**src/acb_pkg.sv**
```systemverilog
// Package for the converter bus host controller.
// Assumes a 100 MHz core clock; holds timing counts and state codes.
package acb_pkg;
    localparam int ACB_CLK_MHZ = 100;
    localparam int ACB_CLK_PERIOD_NS = 10;
    // Longest conversion time, write-then-read mode
    localparam int ACB_CONV_MAX_NS = 560;
    // Wait covers the longest conversion, so round up
    localparam int ACB_CONV_CYC =
        (ACB_CONV_MAX_NS + ACB_CLK_PERIOD_NS - 1) / ACB_CLK_PERIOD_NS;
    // Strobe width and setup, in cycles
    localparam int ACB_STROBE_CYC = 4;
    localparam int ACB_READ_CYC = 4;
    // Timeout on waiting for the device, in cycles
    localparam int ACB_TIMEOUT_CYC = 200;
    localparam int ACB_CNT_W = 8;
    localparam int ACB_DATA_W = 8;
    localparam logic [7:0] ACB_RESULT_RST = 8'h00;

    typedef enum logic [5:0] {
        ACB_IDLE  = 6'b00_0001,
        ACB_WSTRB = 6'b00_0010,
        ACB_WAIT  = 6'b00_0100,
        ACB_READ  = 6'b00_1000,
        ACB_RDONE = 6'b01_0000,
        ACB_DONE  = 6'b10_0000
    } acb_state_t;
endpackage : acb_pkg

```
**src/acb_sync_if.sv**
```systemverilog
// Interface carrying the synchronised device pins to the main FSM.
// Assumes one clock domain; the synchroniser drives, the FSM reads.
`timescale 1ns/10ps
interface acb_sync_if;
    logic done_n;
    logic rdy;
    logic ovr_n;
    logic [7:0] data;
    modport src (output done_n, output rdy, output ovr_n, output data);
    modport dst (input done_n, input rdy, input ovr_n, input data);
endinterface : acb_sync_if

```
**src/acb_host.sv**
```systemverilog
// Host controller driving an 8-bit bus-interfaced converter.
// Assumes the device pins are asynchronous and the ready line has an
// external pull-up on the board.
// Operation
// [RULE1] Write mode: conversion starts on write fall
// [RULE2] Result latched at end of conversion
// [RULE3] Host holds mode high for write mode
// [RULE4] Mode low or floating selects read-only
// [RULE5] Ready is open drain, needs pull-up
// [RULE6] Ready low after select, high when done
// [RULE7] Read-only: hold read low until data
// [RULE8] Write mode: write strobe, then read
// [RULE9] Result driven only while read low
// [RULE10] Read-only: conversion starts on read fall
// [RULE11] Completion flag low when result latched
// [RULE12] Read rising edge clears completion flag
// [RULE13] Eight result bits, bit 0 least
// [RULE14] Write mode conversion within 560 ns
// [RULE15] Strobes ignored while select is high
// [RULE16] Channel select 0 first, 1 second
// [RULE17] Overrange low forces all bits high
// [RULE18] Wait for completion flag before reading
`timescale 1ns/10ps
module acb_host
    import acb_pkg::*;
#(
    parameter int TIMEOUT_CYC = acb_pkg::ACB_TIMEOUT_CYC
) (
    input wire logic core_clk_i,            // 100 MHz clock
    input wire logic sys_rst_i,             // Async reset, high
    input wire logic start_i,               // Pulse: start conversion
    input wire logic wr_mode_i,             // 1 write-then-read mode
    input wire logic chan_i,                // Channel to convert
    output logic busy_o,                    // Transfer in progress
    output logic valid_o,                   // Pulse: result ready
    output logic [acb_pkg::ACB_DATA_W-1:0] result_o, // Result code
    output logic overrange_o,               // Result was over range
    output logic timeout_o,                 // Pulse: device silent
    output logic mode_sel_o,                // Device mode pin
    output logic sel_n_o,                   // Device select
    output logic wr_n_o,                    // Conversion start strobe
    output logic rd_n_o,                    // Read strobe
    output logic channel_select_o,          // Channel select pin
    input wire logic [7:0] result_bus_i,    // Device result bus
    input wire logic done_n_i,              // Completion flag
    input wire logic rdy_i,                 // Ready line, pulled up
    input wire logic overrange_flag_n_i     // Overrange flag
);
    import acb_pkg::*;

    acb_sync_if sif ();
    logic [10:0] raw_pins, sync_pins;

    // All device outputs pass the three-stage filter
    assign raw_pins = {overrange_flag_n_i, rdy_i, done_n_i, result_bus_i};

    acb_sync #(.W(11)) u_sync (
        .core_clk_i(core_clk_i),
        .sys_rst_i(sys_rst_i),
        .pin_i(raw_pins),
        .val_o(sync_pins)
    );

    assign sif.data = sync_pins[7:0];
    assign sif.done_n = sync_pins[8];
    assign sif.rdy = sync_pins[9];
    assign sif.ovr_n = sync_pins[10];

    acb_state_t state_q, state_d;
    logic [ACB_CNT_W-1:0] cnt_q, cnt_d;
    logic wr_mode_q, wr_mode_d;
    logic sel_n_q, sel_n_d, wr_n_q, wr_n_d, rd_n_q, rd_n_d;
    logic chan_q, chan_d, busy_q, busy_d, valid_q, valid_d;
    logic tout_q, tout_d, ovr_q, ovr_d;
    logic [7:0] res_q, res_d;
    logic seen_q, seen_d;

    // Sequencer: drives strobes and collects the result
    always_comb begin
        state_d = state_q;
        cnt_d = cnt_q;
        wr_mode_d = wr_mode_q;
        sel_n_d = sel_n_q;
        wr_n_d = wr_n_q;
        rd_n_d = rd_n_q;
        chan_d = chan_q;
        busy_d = busy_q;
        valid_d = 1'b0;
        tout_d = 1'b0;
        ovr_d = ovr_q;
        res_d = res_q;
        seen_d = seen_q;
        case (state_q)
            ACB_IDLE: begin
                if (start_i) begin
                    // Mode and channel set on the same clock edge that select falls
                    wr_mode_d = wr_mode_i; // RULE3 RULE4
                    chan_d = chan_i; // RULE16
                    sel_n_d = 1'b0; // RULE15
                    busy_d = 1'b1;
                    cnt_d = '0;
                    seen_d = 1'b0;
                    state_d = wr_mode_i ? ACB_WSTRB : ACB_READ;
                    if (!wr_mode_i) begin
                        rd_n_d = 1'b0; // RULE10 RULE7
                    end
                end
            end
            ACB_WSTRB: begin
                // Falling edge of write starts the conversion
                wr_n_d = 1'b0; // RULE1 RULE8
                cnt_d = cnt_q + 1'b1;
                if (cnt_q == ACB_CNT_W'(ACB_STROBE_CYC)) begin
                    wr_n_d = 1'b1;
                    cnt_d = '0;
                    state_d = ACB_WAIT;
                end
            end
            ACB_WAIT: begin
                // Completion flag marks the latched result
                cnt_d = cnt_q + 1'b1;
                if (!sif.done_n) begin // RULE11 RULE18 RULE2
                    rd_n_d = 1'b0; // RULE8 RULE9
                    cnt_d = '0;
                    state_d = ACB_READ;
                end else if (cnt_q == ACB_CNT_W'(TIMEOUT_CYC)) begin
                    // Device exceeded 560 ns by far; give up
                    tout_d = 1'b1; // RULE14
                    state_d = ACB_DONE;
                end
            end
            ACB_READ: begin
                cnt_d = cnt_q + 1'b1;
                if (wr_mode_q) begin
                    // Bus driven only while read is low
                    if (cnt_q == ACB_CNT_W'(ACB_READ_CYC)) begin
                        state_d = ACB_RDONE; // RULE9
                    end
                end else begin
                    // Ready low first, release means data present
                    if (!sif.rdy) begin
                        seen_d = 1'b1; // RULE6 RULE5
                    end
                    if (seen_q && sif.rdy) begin
                        cnt_d = '0;
                        state_d = ACB_RDONE; // RULE7
                    end else if (cnt_q == ACB_CNT_W'(TIMEOUT_CYC)) begin
                        tout_d = 1'b1;
                        state_d = ACB_DONE;
                    end
                end
            end
            ACB_RDONE: begin
                // Capture, then raise read to clear the flag
                res_d = sif.data; // RULE13
                ovr_d = ~sif.ovr_n; // RULE17
                valid_d = 1'b1;
                rd_n_d = 1'b1; // RULE12
                state_d = ACB_DONE;
            end
            ACB_DONE: begin
                rd_n_d = 1'b1;
                wr_n_d = 1'b1;
                sel_n_d = 1'b1;
                busy_d = 1'b0;
                state_d = ACB_IDLE;
            end
            default: begin
                state_d = ACB_IDLE;
            end
        endcase
    end

    // Registers; strobes idle high so the device sees no edge
    always_ff @(posedge core_clk_i or posedge sys_rst_i) begin
        if (sys_rst_i) begin
            state_q <= ACB_IDLE;
            cnt_q <= '0;
            wr_mode_q <= 1'b0;
            sel_n_q <= 1'b1;
            wr_n_q <= 1'b1;
            rd_n_q <= 1'b1;
            chan_q <= 1'b0;
            busy_q <= 1'b0;
            valid_q <= 1'b0;
            tout_q <= 1'b0;
            ovr_q <= 1'b0;
            res_q <= ACB_RESULT_RST;
            seen_q <= 1'b0;
        end else begin
            state_q <= state_d;
            cnt_q <= cnt_d;
            wr_mode_q <= wr_mode_d;
            sel_n_q <= sel_n_d;
            wr_n_q <= wr_n_d;
            rd_n_q <= rd_n_d;
            chan_q <= chan_d;
            busy_q <= busy_d;
            valid_q <= valid_d;
            tout_q <= tout_d;
            ovr_q <= ovr_d;
            res_q <= res_d;
            seen_q <= seen_d;
        end
    end

    assign busy_o = busy_q;
    assign valid_o = valid_q;
    assign result_o = res_q;
    assign overrange_o = ovr_q;
    assign timeout_o = tout_q;
    assign mode_sel_o = wr_mode_q; // RULE3
    assign sel_n_o = sel_n_q;
    assign wr_n_o = wr_n_q;
    assign rd_n_o = rd_n_q;
    assign channel_select_o = chan_q;
endmodule : acb_host

```
**src/acb_sync.sv**
```systemverilog
// Three-stage synchroniser for the device pins.
// Assumes pins are asynchronous to core_clk_i; a change counts when
// the second and third stages agree.
`timescale 1ns/10ps
module acb_sync #(
    parameter int W = 11
) (
    input wire logic core_clk_i,  // Core clock
    input wire logic sys_rst_i,   // Async reset, active high
    input wire logic [W-1:0] pin_i, // Raw pin levels
    output logic [W-1:0] val_o    // Filtered levels
);
    logic [W-1:0] s1_q, s2_q, s3_q, val_q;
    logic [W-1:0] val_d;

    // Accept a bit only once stages two and three agree
    always_comb begin
        for (int i = 0; i < W; i++) begin
            val_d[i] = (s2_q[i] == s3_q[i]) ? s3_q[i] : val_q[i];
        end
    end

    // Pins idle high (ready, flags), hence all-ones reset
    always_ff @(posedge core_clk_i or posedge sys_rst_i) begin
        if (sys_rst_i) begin
            s1_q <= '1;
            s2_q <= '1;
            s3_q <= '1;
            val_q <= '1;
        end else begin
            s1_q <= pin_i;
            s2_q <= s1_q;
            s3_q <= s2_q;
            val_q <= val_d;
        end
    end

    assign val_o = val_q;
endmodule : acb_sync

```
**config.mk**
```make
export PLATFORM = sky130hd
export DESIGN_NAME = acb_host
export DESIGN_NICKNAME = d
export VERILOG_FILES = /design/src/acb_pkg.sv /design/src/acb_sync_if.sv /design/src/acb_host.sv /design/src/acb_sync.sv
export SDC_FILE = /design/constraint.sdc
export NUM_CORES = 1
export LEC_CHECK = 0
export ABC_CLOCK_PERIOD_IN_PS = 3900
export BUFFER_PORTS_ARGS = -buffer_cell sky130_fd_sc_hd__clkbuf_2
export CAP_MARGIN = 30
export CELL_PAD_IN_SITES_DETAIL_PLACEMENT = 0
export CELL_PAD_IN_SITES_GLOBAL_PLACEMENT = 1
export CORE_AREA = 2 2 89 74
export CTS_BUF_LIST = sky130_fd_sc_hd__clkbuf_2 sky130_fd_sc_hd__clkbuf_4 sky130_fd_sc_hd__clkbuf_8
export DETAILED_ROUTE_END_ITERATION = 8
export DIE_AREA = 0 0 91 76
export PLACE_DENSITY_LB_ADDON = 0.1
export SLEW_MARGIN = 30
export SYNTH_ARGS = -nofsm -noshare
export SYNTH_HDL_FRONTEND = slang
export SYNTH_SLANG_ARGS = --single-unit
```
**constraint.sdc**
```tcl
create_clock -name core_clk_i -period 3.9 [get_ports core_clk_i]
set_input_delay 0.195 -clock core_clk_i [delete_from_list [all_inputs] [get_ports core_clk_i]]
set_output_delay 0.195 -clock core_clk_i [all_outputs]
set_load 0.005 [all_outputs]
```
==> metrics.yaml, run 1 <==
synthesis:
  synth_compound_area_share_pct: 9.88
  ys.flop_type: "dfstp_2"
  avgSynthCellArea_um2: 13.5
  postSynth.asyncResetShare_pct: 100
  synth_commonest_cells: "dfstp_2 (48), dfrtp_1 (28), nand2_1 (17)"
  synth_edf_count: 0
  synth_top_family_by_area: "simple AND/OR/NAND/NOR gates"
  synth_top_cell_area_share_pct: 43.5
  yosys.area_share.simple_pct: 11.3
  syn_area_um2: 2900
  synthMuxAreaShare_pct: 3.50
  yosysSeqAreaShare_pct: 67.7
  yosys.cell_types.count: 44
  synth_seq_cells: 76
  yosysWarnings: 0
  synth-adder-area-share_pct: 4.66
  yosysTopAreaCell: "dfstp_2"
  synthCells: 214
  synth.area.top_cells: "dfstp_2 (44%), dfrtp_1 (24%), maj3_1 (3.8%)"
  synth_nets: 232
  yosysMostFrequentCell: "dfstp_2"
  synth_xor_area_share_pct: 0.302
routing:
  antenna_left: 0
  viasPerCell: 5.15
  wl_per_cell_um: 14.6
  drt_iter0_markers: 133
  drt_pass1_iterations: 5
  drt_wl_total_mm: 5.14
  drc: 0
  via_count: 1807
sta:
  setup_viol: 0
  slew_headroom_pct: 52.3
  worst_pin_slew_ns: 0.714
  whs_ns: 0.0877
  period_minus_slack_ns: 1.99
  slew_violations: 0
  rsz0062_at_grt: "no"
  fin_skew_ns: 0.0114
  hold_viol: 0
  fin_crit_sh_pct: 51.1
  setup_tns_ns: 0
  fmax_ghz: 0.502
clock_tree:
  clockBufferDepth: 2
  clock_sinks: 76
  cts.htree.levels: 3
  clk_pin_slew_ns: 0.08
  clk_latency_ns: 0.34
  postCtsSetupRepairBufs: 0
  ctsResizeCount: 0
  numCtsBuffers: 9
  cts_hold_buffers: 11
  cts_tree: "done"
  root_buffer: "clkbuf_8"
worst_setup_path:
  cp-start-kind: "flop"
  reg2reg_slack_ns: 1.91
  cp_max_fo: 10
  crit_slowest_cell: "or4_1"
  max_stage_delay_ns: 0.60
  crit_arrival_ns: 2.27
  ff2ff_path_depth: 4
  cp-end-kind: "flop"
  startpoint: "state_q[1]"
  crit_chain: "or4_1 > a311o_1 > a311oi_1 > a221o_1"
  critical_path_class: "reg2reg"
  rr_endpoint: "cnt_q[2]"
  r2r-start: "state_q[1]"
  worstPathRequired_ns: 4.18
pwr:
  swShare_pct: 20.8
  cellLeakagePower_uw: 0.00154
  p_clk_share_pct: 39.7
  power.net_switching_uw: 309
  pwr-share-seq_pct: 57.3
  ir_drop_mv: 0.231
  internal-power_uw: 1180
  power_density_nw_per_um2: 433
  combPwrFrac_pct: 3.0
  power.total_uw: 1490
grt:
  grt_use_total_pct: 16.4
  grt_pass1_vias: 1771
  grt.overflow.total: 0
  grt_pass1_wl_mm: 8.76
  grt_max_degree: 46
  antenna_found_initial: 0
finish:
  register_area_um2: 1960
  layoutNonFillerInstCount: 351
  multi_input_area_um2: 860
  final_nets: 280
  final.fill_count: 513
  syn_to_final_growth_pct: 18.8
  diodes: 0
  layout-drive-gt1-share_pct: 41.6
hold_path:
  holdPathEnd: "channel_select_o"
  hold_depth: 2
  hold_start: "chan_i"
  hp-class: "in2reg"
floorplan:
  start_util_pct: 47.4
  dieWidth_um: 91
  rows: 26
  dieArea_um2: 6920
  top_level_ports: 33
  core_um2: 6120
  die_y_um: 76
job:
  maxCapViolations: 0
placed_design:
  gp_congestion: 0.892
  dp_hpwl_mm: 3.36
  dp.cells: 323
  io_buffers: 32
run_status:
  status: "finished, final reports clean"
-- cells in the final DEF, fill, tap and decap left out, types with 4 or more instances in the layout --
| cell | instances |
|---|---|
| dfstp_2 | 48 |
| clkbuf_2 | 32 |
| dfrtp_1 | 28 |
| nand2_1 | 17 |
| dlygate4sd3_1 | 12 |
| maj3_1 | 11 |
| o21ai_0 | 10 |
| mux2_2 | 9 |
| clkbuf_8 | 9 |
| nor2_1 | 8 |
| inv_1 | 7 |
| nand3_1 | 6 |
| nand2b_1 | 4 |
| nor3_1 | 4 |
| a21oi_1 | 4 |
-- metal layers --
metal	global-route usage, %	wire [um]
met4	6.36	36
met1	23.9	2470
met2	22.7	2350
met3	5.74	278
met5	0	0
-- worst max path at each step --
stage | depth (start not counted) | slack (ns) | end
2_1_floorplan | 1 | 1.85 | busy_o
5_1_grt | 4 | 1.79 | cnt_q[2]
3_5_place_dp | 6 | 1.95 | state_q[3]
3_3_place_gp | 6 | 1.95 | state_q[3]
6_report | 4 | 1.91 | cnt_q[2]
4_1_cts | 6 | 1.93 | state_q[3]
-- power groups by stage --
stage	Clock (uW)	Sequential [uW]	Combinational [uW]
6_report	591	854	44.4
5_1_grt	651	858	50.8
4_1_cts	615	855	45.3
3_5_place_dp	0	867	36.9
3_3_place_gp	0	867	35.6
2_1_floorplan	0	862	22.0
-- stage by stage --
stage,utilization [%],area (um^2),setup WS [ns]
3_5_place_dp,51.1,3120,1.95
3_3_place_gp,51.1,3120,1.95
2_1_floorplan,-,2900,1.85
6_report,56.3,3440,1.91
5_1_grt,56.3,3440,1.79
4_1_cts,56.1,3430,1.93
-- final cells by class --
class | count | share of cell area (%)
clock buffer | 12 | 4.25
clock inverter | 4 | 1.49
inverter | 8 | 0.908
multi-input combinational | 122 | 25.0
sequential | 76 | 57.0
tap | 84 | 3.05
timing repair buffer | 45 | 8.36
-- critical path: cells and delay by family, from the launching register on --
family          cells  cell delay [ns]
simple gates        1             0.60
compound gates      3             0.83
flops               1             0.50
-- registers in the layout (all words and copies together) (netlist names) --
register and cells:
wr_n_o 1, sel_n_o 1, valid_o 1, u_sync.s3_q 11
mode_sel_o 1, seen_q 1, overrange_o 1, channel_select_o 1
cnt_q 8, timeout_o 1, rd_n_o 1, u_sync.s1_q 11
u_sync.val_o 11, busy_o 1, u_sync.s2_q 11, state_q 6
result_o 8
-- logic make-up after synthesis --
family,count (synthesis)
buffers and inverters,16
DFF,76
adders and majority gates,13
AOI/OAI and AO/OA,38
muxes,9
and+or+nand+nor,61
xor gates and xnor gates,1
Power figures use the tool's default switching activity.
==> run 2, diff against run 1 <==
Settings changed: ABC_AREA from default to 1, ABC_CLOCK_PERIOD_IN_PS 3900 to 1800, CORE_AREA 2 2 89 74 to 2 2 97 80, DIE_AREA 0 0 91 76 to 0 0 99 82.
Clock period 3.9 ns to 1.8 ns, I/O delays scaled along.
==> run 2 against run 1 <==
  * Worst setup slack worse by 1.7 ns
  * Critical path depth increased by 2
  * Wire length rose by 14%
  * Sequential power increased to 2.6 times the previous value
  * Combinational power grew to 25 times the previous value
  * Final cell count rose by 22%
  * Largest cell class unchanged
  * Power grew to 3.4 times the previous value
  * Clock power rose to 2.9 times the previous value
  * Synthesized cell count rose by 28%
  * First-iteration DRC count is 25% lower
==> metrics.yaml, run 2 <==
run_status:
  status: "finished, final reports clean"
floorplan:
  core_um2: 7180
  rows: 28
  dieArea_um2: 8120
  top_level_ports: 33
  start_util_pct: 41.7
  dieWidth_um: 99
  die_y_um: 82
worst_setup_path:
  crit_slowest_cell: "dfstp_2"
  path_common_cell: "nand2_1"
  critical_path_class: "reg2reg"
  crit_chain: "nor2_1 > and2_1 > nand3_2 > clkinv_1 > nand2_1 > nand2_1"
  worstPathRequired_ns: 2.03
  cp_max_fo: 9
  cp-start-kind: "flop"
  ff2ff_path_depth: 6
  cp-end-kind: "flop"
  crit_end: "result_o[7]"
  startpoint: "state_q[0]"
  reg2reg_slack_ns: 0.23
  rr_endpoint: "result_o[7]"
  max_stage_delay_ns: 0.53
  r2r-start: "state_q[0]"
  crit_arrival_ns: 1.80
finish:
  final_common_cell: "nand2_1"
  final_nets: 351
  layout-drive-gt1-share_pct: 35.8
  syn_to_final_growth_pct: 24.6
  multi_input_area_um2: 920
  register_area_um2: 1960
  diodes: 0
  final.fill_count: 658
  layout_common_cells: "nand2_1 (70), dfstp_2 (48), clkbuf_2 (32), dfrtp_1 (28), inv_1 (22)"
routing:
  drt_iter0_markers: 100
  via_count: 1996
  wl_per_cell_um: 13.6
  viasPerCell: 4.66
  antenna_left: 0
  drt_pass1_iterations: 4
  drc: 0
  drt_wl_total_mm: 5.84
sta:
  fin_crit_sh_pct: 87.4
  setup_viol: 0
  whs_ns: 0.0609
  fin_skew_ns: 0.0103
  setup_tns_ns: 0
  rsz0062_at_grt: "no"
  fmax_ghz: 0.636
  hold_viol: 0
  worst_pin_slew_ns: 0.618
  slew_violations: 0
  slew_headroom_pct: 58.7
  period_minus_slack_ns: 1.57
grt:
  grt_use_total_pct: 16.2
  grt_pass1_vias: 1979
  grt_pass1_wl_mm: 10.0
  grt.overflow.total: 0
  antenna_found_initial: 0
  grt_max_degree: 28
synthesis:
  synth_compound_area_share_pct: 4.51
  synthMuxAreaShare_pct: 0
  synth-adder-area-share_pct: 4.51
  yosysSeqAreaShare_pct: 65.5
  synth_edf_count: 0
  yosysWarnings: 0
  yosysTopAreaCell: "dfstp_2"
  yosysMostFrequentCell: "nand2_1"
  synthCells: 274
  synth_top_cell_area_share_pct: 42.1
  ys.flop_type: "dfstp_2"
  synth_commonest_cells: "nand2_1 (70), dfstp_2 (48), dfrtp_1 (28)"
  synth_top_family_by_area: "simple AND/OR/NAND/NOR gates"
  synth_nets: 292
  synth.area.top_cells: "dfstp_2 (42%), dfrtp_1 (23%), nand2_1 (8.8%)"
  syn_area_um2: 3000
  synth_seq_cells: 76
  avgSynthCellArea_um2: 10.9
  postSynth.asyncResetShare_pct: 100
  yosys.area_share.simple_pct: 20.8
  synth_xor_area_share_pct: 0.877
  yosys.cell_types.count: 33
pwr:
  swShare_pct: 29.7
  combPwrFrac_pct: 21.6
  p_clk_share_pct: 34.1
  ir_drop_mv: 0.646
  power.net_switching_uw: 1490
  internal-power_uw: 3530
  cellLeakagePower_uw: 0.00176
  power_density_nw_per_um2: 1350
  pwr-share-seq_pct: 44.3
clock_tree:
  cts_tree: "done"
  root_buffer: "clkbuf_8"
  ctsResizeCount: 0
  clk_latency_ns: 0.34
  clock_sinks: 76
  cts.htree.levels: 3
  clockBufferDepth: 2
  clk_pin_slew_ns: 0.08
  numCtsBuffers: 9
placed_design:
  gp_congestion: 0.797
  io_buffers: 32
  dp_hpwl_mm: 3.99
job:
  maxCapViolations: 0
hold_path:
  hp-class: "in2reg"
-- run 2: cell count changes after synthesis, moves of 4 or more --
cell | previous run | this run
inv_1 | 8 | 23
mux2_2 | 9 | 0
nand2_1 | 17 | 70
nand2b_1 | 4 | 0
nand3_1 | 6 | 15
nand3_2 | 0 | 5
nand4_1 | 1 | 8
nor2_1 | 8 | 19
o21ai_0 | 10 | 4
o21ai_1 | 0 | 4
-- run 2: cells by family after synthesis --
family          Yosys count
flops                    76
simple gates            132
compound gates           20
buf+inv                  30
xor+xnor                  3
fa+ha+maj                13
-- run 2: worst min-delay path by stage --
stage / start / to / slack (ns) / depth (start not counted)
final: start_i / state_q[0] / 0.06 / 4
after global routing: start_i / state_q[0] / 0.06 / 4
after CTS: start_i / state_q[0] / 0.03 / 4
after detailed placement: rdy_i / u_sync.s1_q[9] / 0.18 / 1
after global placement: result_bus_i[2] / u_sync.s1_q[2] / 0.18 / 1
after floorplan: result_bus_i[0] / u_sync.s1_q[0] / 0.09 / 0
-- run 2: per-stage QoR --
step	power, uW	worst slack, ns	instance area (um^2)	instances	util, %
3_3_place_gp	3320	0.227	3320	398	46.3
6_report	5020	0.228	3730	428	52.0
3_5_place_dp	3320	0.234	3320	398	46.3
2_1_floorplan	2930	0.477	3000	274	-
5_1_grt	5360	0.0675	3730	428	52.0
4_1_cts	5090	0.198	3730	428	52.0
-- run 2: power groups by stage --
stage | clock [uW] | combinational, uW | sequential (uW)
floorplan | 0 | 730 | 2200
global placement | 0 | 1070 | 2250
detailed placement | 0 | 1070 | 2250
CTS | 1770 | 1100 | 2230
global route | 1840 | 1250 | 2270
finish | 1710 | 1090 | 2220
-- run 2: final cells by class --
cell class | count | share of cell area [%]
tap | 90 | 3.02
clock inverter | 6 | 3.69
clock buffer | 10 | 3.52
inverter | 27 | 2.82
timing repair buffer | 51 | 9.73
multi-input combinational | 168 | 24.6
sequential | 76 | 52.6
-- run 2: critical path, delay by kind of cell, from the launching register on --
kind,cells,cell delay (ns)
buffers and inverters,1,0.30
DFF,1,0.53
and+or+nand+nor,5,0.63
-- run 2: repair_timing --
| item | 4_1_cts | 5_1_grt |
|---|---|---|
| hold endpoints to repair | 24 | 0 |
| buffers inserted | 0 | 0 |
| hold buffers | 14 | 0 |
-- run 2: metal layers --
| metal | GRT usage (%) | wire length, um |
|---|---|---|
| met3 | 4.51 | 226 |
| met1 | 23.3 | 2960 |
| met5 | 0 | 0 |
| met2 | 23.6 | 2570 |
| met4 | 5.75 | 70 |
